===== src/rtl/dpf_pkg.sv =====
// Constants and decode helpers shared by the page and flag decoder.
package dpf_pkg;
   // ****************************************************************
   // Page window
   // ****************************************************************
   localparam int unsigned DPF_SW_W = 8;
   localparam int unsigned DPF_FIELD_CNT = 8;
   localparam int unsigned DPF_FIELD_IDX_W = 3;
   localparam int unsigned DPF_FIELD_SHIFT = 5;
   localparam int unsigned DPF_HADDR_W = 16;
   typedef enum logic [1:0] {
      DPF_PAGES_1 = 2'b00,
      DPF_PAGES_2 = 2'b01,
      DPF_PAGES_4 = 2'b10
   } dpf_pages_e;
   localparam logic [7:0] DPF_MASK_1 = 8'h01;
   localparam logic [7:0] DPF_MASK_2 = 8'h03;
   localparam logic [7:0] DPF_MASK_4 = 8'h07;
   // ****************************************************************
   // Coordination flag area
   // ****************************************************************
   localparam logic [15:0] DPF_FLAG_FIRST = 16'hF200;
   localparam logic [15:0] DPF_FLAG_LAST = 16'hF2FF;
   // ****************************************************************
   // Delivered switch settings, used as reset values and as the strap warning compare values
   // ****************************************************************
   localparam logic [7:0] DPF_DELIV_BASE = 8'h00;
   localparam logic [7:0] DPF_DELIV_FLAG_DIS = 8'hFF;
   localparam logic [5:0] DPF_CNT_UNUSED_HIGH = 6'h3F;
   localparam logic [7:0] DPF_RSVD_HIGH = 8'hFF;
   // ****************************************************************
   // Register port
   // ****************************************************************
   localparam int unsigned DPF_ADDR_W = 4;
   localparam int unsigned DPF_DATA_W = 16;
   localparam logic [3:0] DPF_REG_CTRL = 4'h0;
   localparam logic [3:0] DPF_REG_CFG = 4'h1;
   localparam logic [3:0] DPF_REG_FLAG = 4'h2;
   localparam logic [3:0] DPF_REG_LAST = 4'h3;
   localparam logic [3:0] DPF_REG_MISS = 4'h4;
   localparam logic [15:0] DPF_CTRL_RST = 16'h0003;
   localparam int unsigned DPF_CTRL_PAGE_BIT = 0;
   localparam int unsigned DPF_CTRL_FLAG_BIT = 1;
   localparam int unsigned DPF_CFG_CNT_LSB = 8;
   localparam int unsigned DPF_CFG_WARN_BIT = 14;
   localparam int unsigned DPF_CFG_VALID_BIT = 15;
   localparam int unsigned DPF_LAST_IDX_LSB = 8;
   localparam int unsigned DPF_LAST_P2_BIT = 10;
   localparam int unsigned DPF_LAST_MISS_BIT = 11;
   localparam int unsigned DPF_LAST_FLD_LSB = 12;
   localparam int unsigned DPF_LAST_FHIT_BIT = 15;

   // Decodes the two page count switches into a page count.
   function automatic dpf_pages_e dpf_decode_count(input logic [1:0] sw);
      if (!sw[1]) begin
         return DPF_PAGES_1;
      end else if (!sw[0]) begin
         return DPF_PAGES_2;
      end
      return DPF_PAGES_4;
   endfunction

   // Gives the page number bits that the match ignores.
   function automatic logic [7:0] dpf_low_mask(input dpf_pages_e cnt);
      case (cnt)
         DPF_PAGES_2: return DPF_MASK_2;
         DPF_PAGES_4: return DPF_MASK_4;
         default:     return DPF_MASK_1;
      endcase
   endfunction
endpackage


===== src/rtl/dpf_cfg_capture.sv =====
// Captures the static switch banks once after reset and holds them.
`timescale 1ns/100ps

module dpf_cfg_capture (
   // Clock and reset.
   input  wire logic                         clk_sys,
   input  wire logic                         rst_n,
   // Switch banks, a switch up reads as one.
   input  wire logic [dpf_pkg::DPF_SW_W-1:0] page_base_switches,
   input  wire logic [dpf_pkg::DPF_SW_W-1:0] page_count_switches,
   input  wire logic [dpf_pkg::DPF_SW_W-1:0] flag_field_disable_switches,
   input  wire logic [dpf_pkg::DPF_SW_W-1:0] reserved_switch_bank,
   // Held configuration.
   output logic [dpf_pkg::DPF_SW_W-1:0]      base,
   output dpf_pkg::dpf_pages_e               count,
   output logic [dpf_pkg::DPF_SW_W-1:0]      mask,
   output logic [dpf_pkg::DPF_FIELD_CNT-1:0] field_en,
   output logic                              cfg_valid,
   output logic                              strap_warn
);
   import dpf_pkg::*;

   logic [DPF_SW_W-1:0]      next_base;
   dpf_pages_e               next_count;
   logic [DPF_FIELD_CNT-1:0] next_field_en;
   logic                     next_cfg_valid;
   logic                     next_strap_warn;

   // Takes the switches in the first cycle after reset, then holds.
   always_comb begin
      next_base = base;
      next_count = count;
      next_field_en = field_en;
      next_cfg_valid = 1'b1;
      next_strap_warn = strap_warn;
      if (!cfg_valid) begin
         next_base = page_base_switches;
         next_count = dpf_decode_count(page_count_switches[1:0]);
         next_field_en = ~flag_field_disable_switches;
         next_strap_warn = (page_count_switches[7:2] != DPF_CNT_UNUSED_HIGH) ||
                           (reserved_switch_bank != DPF_RSVD_HIGH);
      end
   end

   // Reset holds the delivered settings until the capture.
   always_ff @(posedge clk_sys) begin
      if (!rst_n) begin
         base <= DPF_DELIV_BASE;
         count <= DPF_PAGES_1;
         field_en <= ~DPF_DELIV_FLAG_DIS;
         cfg_valid <= 1'b0;
         strap_warn <= 1'b0;
      end else begin
         base <= next_base;
         count <= next_count;
         field_en <= next_field_en;
         cfg_valid <= next_cfg_valid;
         strap_warn <= next_strap_warn;
      end
   end

   // The mask follows the held count.
   assign mask = dpf_low_mask(count);
endmodule


===== src/rtl/dpf_page_match.sv =====
// Matches a host page number against the configured page window.
`timescale 1ns/100ps

module dpf_page_match (
   // Configured window.
   input  wire logic [dpf_pkg::DPF_SW_W-1:0] base,
   input  wire logic [dpf_pkg::DPF_SW_W-1:0] mask,
   // Page number from the host.
   input  wire logic [dpf_pkg::DPF_SW_W-1:0] page_num,
   // Match result.
   output logic                              hit,
   output logic                              odd,
   output logic [1:0]                        offset
);
   import dpf_pkg::*;

   logic [DPF_SW_W-1:0] low;

   // High bits must equal the base, low bits pick port and page.
   assign hit = ((page_num ^ base) & ~mask) == 8'h00;
   assign low = page_num & mask;
   assign odd = page_num[0];
   assign offset = low[2:1];
endmodule


===== src/rtl/dpf_page_flag_decode.sv =====
// Top level of the host page window and coordination flag decoder.
//
// The implementer's own choices: strobed register access and the address map.
`timescale 1ns/100ps

// What this block does
// - Even pages to port one, odd to two.
// - One, two or four pages per port.
// - Count switch one low selects one page.
// - Switch up reads one, down reads zero.
// - Base page from eight weighted base switches.
// - Further pages follow the base consecutively.
// - Low base bits ignored per page count.
// - Eight 32-byte flag fields, switch high disables.
// - Flag area spans F200 to F2FF.
// - Delivered flag switches high, fields disabled.
// - Delivered base zero, one page per port.
module dpf_page_flag_decode (
   // Clock and reset.
   input  wire logic                           clk_sys,
   input  wire logic                           rst_n,
   // Static switch banks.
   input  wire logic [dpf_pkg::DPF_SW_W-1:0]   page_base_switches,
   input  wire logic [dpf_pkg::DPF_SW_W-1:0]   page_count_switches,
   input  wire logic [dpf_pkg::DPF_SW_W-1:0]   flag_field_disable_switches,
   input  wire logic [dpf_pkg::DPF_SW_W-1:0]   reserved_switch_bank,
   // Host page access.
   input  wire logic                           page_req,
   input  wire logic [dpf_pkg::DPF_SW_W-1:0]   page_num,
   // Host coordination flag access.
   input  wire logic                           flag_req,
   input  wire logic [dpf_pkg::DPF_HADDR_W-1:0] flag_addr,
   // Device port selection.
   output logic                                port1_sel,
   output logic                                port2_sel,
   output logic [1:0]                          page_idx,
   output logic                                page_miss,
   // Coordination flag result.
   output logic                                flag_hit,
   output logic                                flag_refused,
   output logic [dpf_pkg::DPF_FIELD_IDX_W-1:0] flag_field,
   // Switch setting warning.
   output logic                                strap_warn,
   // Register port.
   input  wire logic [dpf_pkg::DPF_ADDR_W-1:0] reg_addr,
   input  wire logic [dpf_pkg::DPF_DATA_W-1:0] reg_wdata,
   input  wire logic                           reg_wr,
   input  wire logic                           reg_rd,
   output logic [dpf_pkg::DPF_DATA_W-1:0]      reg_rdata
);
   import dpf_pkg::*;

   // ****************************************************************
   // Configuration and page match
   // ****************************************************************
   logic [DPF_SW_W-1:0]        cfg_base;
   dpf_pages_e                 cfg_count;
   logic [DPF_SW_W-1:0]        cfg_mask;
   logic [DPF_FIELD_CNT-1:0]   cfg_field_en;
   logic                       cfg_valid;
   logic                       m_hit;
   logic                       m_odd;
   logic [1:0]                 m_off;

   // Switch capture, held for the whole run.
   dpf_cfg_capture u_cap (
      .clk_sys                     (clk_sys),
      .rst_n                       (rst_n),
      .page_base_switches          (page_base_switches),
      .page_count_switches         (page_count_switches),
      .flag_field_disable_switches (flag_field_disable_switches),
      .reserved_switch_bank        (reserved_switch_bank),
      .base                        (cfg_base),
      .count                       (cfg_count),
      .mask                        (cfg_mask),
      .field_en                    (cfg_field_en),
      .cfg_valid                   (cfg_valid),
      .strap_warn                  (strap_warn)
   );

   // Window compare for the current page number.
   dpf_page_match u_match (
      .base     (cfg_base),
      .mask     (cfg_mask),
      .page_num (page_num),
      .hit      (m_hit),
      .odd      (m_odd),
      .offset   (m_off)
   );

   // ****************************************************************
   // Decode results
   // ****************************************************************
   logic [DPF_DATA_W-1:0]      ctrl;
   logic                       page_en;
   logic                       flag_en;
   logic                       flag_in_area;
   logic [DPF_FIELD_IDX_W-1:0] flag_sel;
   logic                       next_port1_sel;
   logic                       next_port2_sel;
   logic [1:0]                 next_page_idx;
   logic                       next_page_miss;
   logic                       next_flag_hit;
   logic                       next_flag_refused;
   logic [DPF_FIELD_IDX_W-1:0] next_flag_field;

   // Decoding waits for the switch capture and the control enables.
   assign page_en = ctrl[DPF_CTRL_PAGE_BIT] & cfg_valid;
   assign flag_en = ctrl[DPF_CTRL_FLAG_BIT] & cfg_valid;
   assign flag_in_area = (flag_addr >= DPF_FLAG_FIRST) &&
                         (flag_addr <= DPF_FLAG_LAST);
   assign flag_sel = flag_addr[DPF_FIELD_SHIFT +: DPF_FIELD_IDX_W];

   // Works out the port, page and flag results of this cycle.
   always_comb begin
      next_port1_sel = 1'b0;
      next_port2_sel = 1'b0;
      next_page_idx = 2'b00;
      next_page_miss = 1'b0;
      next_flag_hit = 1'b0;
      next_flag_refused = 1'b0;
      next_flag_field = flag_field;
      if (page_req && page_en) begin
         if (m_hit) begin
            next_port1_sel = !m_odd;
            next_port2_sel = m_odd;
            next_page_idx = m_off;
         end else begin
            next_page_miss = 1'b1;
         end
      end
      if (flag_req && flag_en && flag_in_area) begin
         next_flag_field = flag_sel;
         next_flag_hit = cfg_field_en[flag_sel];
         next_flag_refused = !cfg_field_en[flag_sel];
      end
   end

   // Result outputs, each standing for one cycle except flag_field, which holds the last field.
   always_ff @(posedge clk_sys) begin
      if (!rst_n) begin
         port1_sel <= 1'b0;
         port2_sel <= 1'b0;
         page_idx <= 2'b00;
         page_miss <= 1'b0;
         flag_hit <= 1'b0;
         flag_refused <= 1'b0;
         flag_field <= 3'h0;
      end else begin
         port1_sel <= next_port1_sel;
         port2_sel <= next_port2_sel;
         page_idx <= next_page_idx;
         page_miss <= next_page_miss;
         flag_hit <= next_flag_hit;
         flag_refused <= next_flag_refused;
         flag_field <= next_flag_field;
      end
   end

   // ****************************************************************
   // Register port
   // ****************************************************************
   logic [DPF_DATA_W-1:0] miss_cnt;
   logic [DPF_DATA_W-1:0] last;
   logic [DPF_DATA_W-1:0] next_ctrl;
   logic [DPF_DATA_W-1:0] next_miss_cnt;
   logic [DPF_DATA_W-1:0] next_last;
   logic [DPF_DATA_W-1:0] next_reg_rdata;

   // Control, miss counter and last access record.
   always_comb begin
      next_ctrl = ctrl;
      next_miss_cnt = miss_cnt;
      next_last = last;
      if (reg_wr && reg_addr == DPF_REG_CTRL) begin
         next_ctrl = reg_wdata & DPF_CTRL_RST;
      end
      if (next_page_miss && miss_cnt != 16'hFFFF) begin
         next_miss_cnt = miss_cnt + 16'h0001;
      end
      if (reg_wr && reg_addr == DPF_REG_MISS) begin
         next_miss_cnt = next_page_miss ? 16'h0001 : 16'h0000;
      end
      if (page_req && page_en) begin
         next_last[DPF_SW_W-1:0] = page_num;
         next_last[DPF_LAST_IDX_LSB +: 2] = m_off;
         next_last[DPF_LAST_P2_BIT] = m_hit & m_odd;
         next_last[DPF_LAST_MISS_BIT] = !m_hit;
      end
      if (flag_req && flag_en && flag_in_area) begin
         next_last[DPF_LAST_FLD_LSB +: DPF_FIELD_IDX_W] = flag_sel;
         next_last[DPF_LAST_FHIT_BIT] = cfg_field_en[flag_sel];
      end
   end

   // Read data for the cycle after a read strobe, zero otherwise.
   always_comb begin
      next_reg_rdata = 16'h0000;
      if (reg_rd) begin
         case (reg_addr)
            DPF_REG_CTRL: next_reg_rdata = ctrl;
            DPF_REG_CFG: begin
               next_reg_rdata[DPF_SW_W-1:0] = cfg_base;
               next_reg_rdata[DPF_CFG_CNT_LSB +: 2] = cfg_count;
               next_reg_rdata[DPF_CFG_WARN_BIT] = strap_warn;
               next_reg_rdata[DPF_CFG_VALID_BIT] = cfg_valid;
            end
            DPF_REG_FLAG: next_reg_rdata[DPF_FIELD_CNT-1:0] = cfg_field_en;
            DPF_REG_LAST: next_reg_rdata = last;
            DPF_REG_MISS: next_reg_rdata = miss_cnt;
            default:      next_reg_rdata = 16'h0000;
         endcase
      end
   end

   // Register port state.
   always_ff @(posedge clk_sys) begin
      if (!rst_n) begin
         ctrl <= DPF_CTRL_RST;
         miss_cnt <= 16'h0000;
         last <= 16'h0000;
         reg_rdata <= 16'h0000;
      end else begin
         ctrl <= next_ctrl;
         miss_cnt <= next_miss_cnt;
         last <= next_last;
         reg_rdata <= next_reg_rdata;
      end
   end
endmodule


===== config.mk =====
export PLATFORM = sky130hd
export DESIGN_NAME = dpf_page_flag_decode
export DESIGN_NICKNAME = d
export VERILOG_FILES = /design/src/rtl/dpf_pkg.sv /design/src/rtl/dpf_cfg_capture.sv /design/src/rtl/dpf_page_match.sv /design/src/rtl/dpf_page_flag_decode.sv
export SDC_FILE = /design/constraint.sdc
export NUM_CORES = 1
export LEC_CHECK = 0
export BUFFER_PORTS_ARGS = -buffer_cell sky130_fd_sc_hd__buf_2
export CAP_MARGIN = 20
export CORE_MARGIN = 2
export CORE_UTILIZATION = 45
export CTS_BUF_LIST = sky130_fd_sc_hd__clkbuf_4 sky130_fd_sc_hd__clkbuf_8 sky130_fd_sc_hd__clkbuf_16
export DETAILED_ROUTE_END_ITERATION = 8
export PLACE_DENSITY = 0.72
export SKIP_CTS_REPAIR_TIMING = 1
export SYNTH_ARGS = -nofsm -noshare
export SYNTH_HDL_FRONTEND = slang
export SYNTH_SLANG_ARGS = --single-unit

===== constraint.sdc =====
create_clock -name clk_sys -period 3.11 [get_ports clk_sys]
set_clock_uncertainty 0.15 [all_clocks]
set_input_delay 0.1555 -clock clk_sys [delete_from_list [all_inputs] [get_ports clk_sys]]
set_output_delay 0.1555 -clock clk_sys [all_outputs]
set_load 0.02 [all_outputs]

======== Word-level counts from Yosys, hierarchy flattened ========
Index checks and enable logic that the tools add are counted.
operators by class
  add/sub/neg operators ................... 1
  order comparisons ....................... 3
  eq/ne operators ......................... 9
  muxes and demuxes ....................... 19
  bitwise operators ....................... 8
  reduce and logical (&&, ||, !) cells .... 17
operators with widths
  cell                                                        number
  case mux 8 bit (5 select lines)                             1
  2-to-1 mux 16 bit                                           2
  adder 16 x 1 -> 16 bit, second input constant               1
  greater-or-equal comparator 16 bit, second input constant   1
  <= comparator 16 bit, second input constant                 1
  != test 16 bit, second input constant                       1
  case mux 2 bit (3 select lines)                             2
  bitwise AND 8 bit                                           1
  == test 4 x 2 -> 1 bit, second input constant               2
  logical NOT 8 bit                                           1
  2-to-1 mux 1 bit                                            8
  != test 8 bit, second input constant                        1
  inverter 3 -> 8 bit                                         1
  inverter 8 bit                                              1
  case mux 4 bit (2 select lines)                             1
  XOR 8 bit                                                   1
  logical AND 1 bit                                           7
  2-to-1 mux 2 bit                                            3
  != test 6 bit, second input constant                        1
  case mux 3 bit (2 select lines)                             1
  == test 4 x 1 -> 1 bit, second input constant               1
  == test 4 x 3 -> 1 bit, second input constant               1
  logical NOT 4 bit                                           1
  less-than comparator 3 x 4 -> 1 bit, second input constant  1
  10 further kinds                                            15
storage, ports and cells
  flip-flop bits (word level) ............. 80
  bits of input ports ..................... 82
  output and inout port bits .............. 27
  word-level logic and storage cells ...... 74

======== Depth between registers and ports, before layout ========
  depth after elaboration ................. 10
  depth in mapped cells ................... 8

======== Cells and area by module ========
Synthesis repeated with hierarchy kept, for this count alone.
second synthesis, totals
  cell total of the unflattened synthesis .. 388
  area, all modules ....................... 3452.1 µm²
by module, submodules not included
  module                times used  cells an instance  area an instance (µm²)  sequential area each (µm²)
  dpf_page_flag_decode  1           282                2481.1                  1141.1
  dpf_cfg_capture       1           90                 849.6                   400.4
  dpf_page_match        1           16                 121.4                   0.0

======== Least setup slack after synthesis ========
No wires, ideal clock.
  path kind ............................... reg-to-reg
  start ................................... register u_cap.count[0]
  end ..................................... register page_idx[0]
  arrival ................................. 1686 ps
  required time ........................... 2880 ps
  slack ................................... 1194 ps
  stages on the path, launching flop included .. 9
  buffers on the path ..................... 2
  cells stage by stage .................... dfxtp_1 > inv_1 > ha_1 > a211oi_1 > and2_2 > buf_4 > buf_4 > nand3_1 > nor3b_1
between the ends
  word-level cells in the longest chain between the ends .. 6
RTL lines
  what                                                            RTL line                     RTL
  from (decl)                                                     dpf_cfg_capture.sv:15        output dpf_pkg::dpf_pages_e count,
  from (signal assigned)                                          dpf_cfg_capture.sv:55        count <= next_count;
  == test 2 bit / == test 2 x 1 -> 1 bit (equally long branches)  dpf_pkg.sv:65                case (cnt)
  case mux 3 bit (2 select lines) *                               dpf_pkg.sv:65
  inverter 3 -> 8 bit                                             dpf_page_match.sv:20         assign hit = ((page_num ^ base) & ~mask) == 8'h00;
  bitwise AND 8 bit                                               dpf_page_match.sv:20
  logical NOT 8 bit                                               dpf_page_match.sv:20
  AND reduction 3 bit (no source line)                            -
  to (signal assigned)                                            dpf_page_flag_decode.sv:152  page_idx <= next_page_idx;
  to (decl)                                                       dpf_page_flag_decode.sv:36   output logic [1:0] page_idx,
Every way passes the cells marked *; elsewhere a longest branch is shown, timed or not.
A chain may end at the register's enable or synchronous reset.

======== Final worst setup path ========
  start ................................... register u_cap.cfg_valid
  end ..................................... register miss_cnt[7]
between the ends
  word-level cells in the longest chain between the ends .. 5
RTL lines
  what                                 RTL line                     RTL
  from (decl)                          dpf_cfg_capture.sv:18        output logic cfg_valid,
  from (signal assigned)               dpf_cfg_capture.sv:57        cfg_valid <= next_cfg_valid;
  bitwise AND 1 bit                    dpf_page_flag_decode.sv:108  assign page_en = ctrl[DPF_CTRL_PAGE_BIT] & cfg_valid;
  logical AND 1 bit                    dpf_page_flag_decode.sv:123  if (page_req && page_en) begin
  2-to-1 mux 1 bit                     dpf_page_flag_decode.sv:123
  logical AND 1 bit                    dpf_page_flag_decode.sv:178  if (next_page_miss && miss_cnt != 16'hFFFF) begin
  nonzero test 2 bit (no source line)  -
  to (signal assigned)                 dpf_page_flag_decode.sv:225  miss_cnt <= next_miss_cnt;
  to (decl)                            dpf_page_flag_decode.sv:163  logic [DPF_DATA_W-1:0] miss_cnt;
No other way between the ends.

==> reports/qor.yml <==
cts:
  cts_tree: "built"
  clockBufferDepth: 2
  clk_latency_ns: 0.35
  cts_made_buffers: 9
  htreeDepth: 3
  cts_sinks: 77
  path_clk_slew_ns: 0.08
  root_buffer: "clkbuf_8"
synthesis:
  synth_top_area_cell: "dfxtp_1"
  syn_avg_cell_area_um2: 9.05
  synth_nets: 465
  synth_xor_area_share_pct: 2.03
  ys_ff_latch: 77
  ys.flop_type: "dfxtp_1"
  synthTopCellsByArea: "dfxtp_1 (45%), nand2_1 (5.4%), mux2i_1 (4.1%)"
  synth-simple-area-share_pct: 24.3
  synth_edf_count: 0
  async_flop_share_pct: 0
  netlist_area_um2: 3450
  synth_cells: 381
  yosysSeqAreaShare_pct: 44.7
  synth_top_family_by_area: "simple AND/OR/NAND/NOR gates"
  ys_warn_count: 0
  synth_top_cell_area_share_pct: 44.7
  synth_compound_area_share_pct: 15.5
  synthMuxAreaShare_pct: 8.96
  ys_types: 52
  synth_fa_ha_area_share_pct: 0.726
route:
  dr.pass1.iters: 5
  wl_per_cell_um: 15.7
  ant_nets: 0
  via_count: 3231
  drc: 0
  wl_um: 9330
  drtIter0Drc: 243
  viasPerCell: 5.42
floorplan:
  coreArea_um2: 7330
  pin_count: 109
  die-area_um2: 8380
  num_rows: 31
  initial_core_util_pct: 47.0
  die_width_um: 91.5
  die_h_um: 91.5
worst_setup_path:
  critPathLaunchType: "flop"
  critPathLaunch: "u_cap.cfg_valid"
  worst_path_max_delay_cell: "and3_1"
  critPathCaptureType: "flop"
  slowest_delay_ns: 0.65
  cp.arrival_ns: 2.42
  cp_cell_sequence: "buf_4, and3_1, nand4_1, or3_1, a21oi_1"
  timing.rr.start: "u_cap.cfg_valid"
  worst_ep_required_time_ns: 3.24
  critical_path.max_fanout: 29
  critical_path_class: "flop to flop"
  path_delay_family: "simple AND/OR/NAND/NOR gates"
  crit_buf_inv: 1
place:
  place_area_um2: 3960
  gp_routability_congestion: 0.872
  dpl_worst_slack_ns: 0.862
  dp_hpwl_um: 6360
  port_buffers: 89
grt:
  first_global_vias: 2900
  grt_use_total_pct: 21.2
  grt_first_pass_wirelength_um: 14200
  gr-total-overflow: 0
  antenna_found_initial: 0
  grt_max_degree: 30
power_and_ir_drop:
  pwr-share-seq_pct: 49.8
  comb_power_share_pct: 10.1
  p_leak_nw: 1.78
  report.power.total_mw: 2.07
  ir_worst_vdd_mv: 0.319
  p_sw_share_pct: 23.0
  p_per_area_nw_per_um2: 464
  pwr-share-clk_pct: 40.1
  intPower_mw: 1.59
  switchingPower_uw: 476
sta:
  setup_viol: 0
  fin_ws_ns: 0.817
  setup_tns_ns: 0
  finalHoldViolCount: 6
  hold_slack_ns: -0.0279
  rsz0062_at_grt: "no"
  worst_pin_slew_ns: 0.842
  clock.fmax_mhz: 436
  max_slew_margin_pct: 43.3
  period_needed_ns: 2.29
  drv_slew: 0
  finalCritPeriodShare_pct: 73.7
min_path:
  hp-class: "input port to flop"
  min_from: "flag_field_disable_switches[2]"
finish:
  layout_common_cells: "buf_2 (89), dfxtp_1 (77), nand2_1 (50)"
  nNetsFinal: 577
  nFillCells: 634
  final_area_um2: 4450
  post_route_cells_drive_above_1_share_pct: 26.2
  antenna_cells: 0
  layout_commonest_cell: "buf_2"
  area_growth_pct: 29.2
flow_run:
  maxCapViolCount: 0
run_status:
  violations: "hold timing"
  status: "complete, but fails checks"
Yosys cell counts, drive strengths merged, types with 2 or more instances:
cell type,instances
nor2b,14
mux2i,14
o21ai,20
o31ai,2
and3,5
a22oi,4
nor3b,2
buf,8
or3,7
dfxtp,77
o21a,2
nor4,4
nand3,14
nand4,12
inv,6
a32oi,4
a211oi,2
or4,5
xnor2,5
a2111oi,2
mux4,2
mux2,11
nor3,6
a21oi,15
nand2,50
a222oi,8
clkbuf,14
xor2,3
and2,13
nor2,23
nor4b,2
ha,2
a21boi,12
final cells by class:
type,instances,area (um2),share of cell area (%)
clock buffers,11,145,3.26
flip-flops and latches,77,1540,34.6
inverters,6,22.5,0.506
repair buffers,123,771,17.3
multi-input cells,276,1780,39.9
clock inverters,4,72.6,1.63
well taps,99,124,2.78
sequential cells by signal (all words and copies together) (netlist names), 2 cells and up:
name,flops
u_cap.field_en,8
last,14
ctrl,2
u_cap.count,2
u_cap.base,8
reg_rdata,16
miss_cnt,16
flag_field,2
page_idx,2
stage by stage:
| step | utilization, % | std cells |
|---|---|---|
| CTS | 56.9 | 568 |
| detailed placement | 54.0 | 553 |
| floorplan | - | 381 |
| finish | 60.8 | 596 |
| global placement | 54.0 | 553 |
| global route | 60.8 | 596 |
worst reg2reg max path, stage by stage (launching register included):
cell and delay [ns]:
dfxtp_1 0.39, buf_4 0.33, and3_1 0.65, nand4_1 0.22, or3_1 0.35, a21oi_1 0.14
kinds of logic after synthesis:
group | count (synthesis)
flops | 77
fa+ha+maj | 2
mux | 27
simple gates | 161
buf+inv | 28
compound gates | 78
xor+xnor | 8
final timing paths:
kind | endpoint | slack, ns | cells past startpoint
hold / removal | u_cap.field_en[2] | -0.03 | 3
hold reg to reg | last[7] | 0.31 | 2
setup reg to reg | miss_cnt[7] | 0.82 | 5
setup / recovery | miss_cnt[7] | 0.82 | 5
layer usage:
layer	vias up	track usage (%)	share of wire (%)
met5	-	0	0
met4	0	6.06	1.6
met1	1530	28.0	46
met3	11	5.48	4.4
met2	88	34.4	48
li1	1602	-	-
power by group through the flow:
| stage | clock network [mW] | logic, mW | registers (mW) |
|---|---|---|---|
| floorplan | 0 | 0.103 | 1.05 |
| global placement | 0 | 0.175 | 1.05 |
| detailed placement | 0 | 0.180 | 1.05 |
| CTS | 0.840 | 0.181 | 1.03 |
| global route | 0.878 | 0.230 | 1.03 |
| finish | 0.830 | 0.209 | 1.03 |
(Power assumes the default switching activity.)
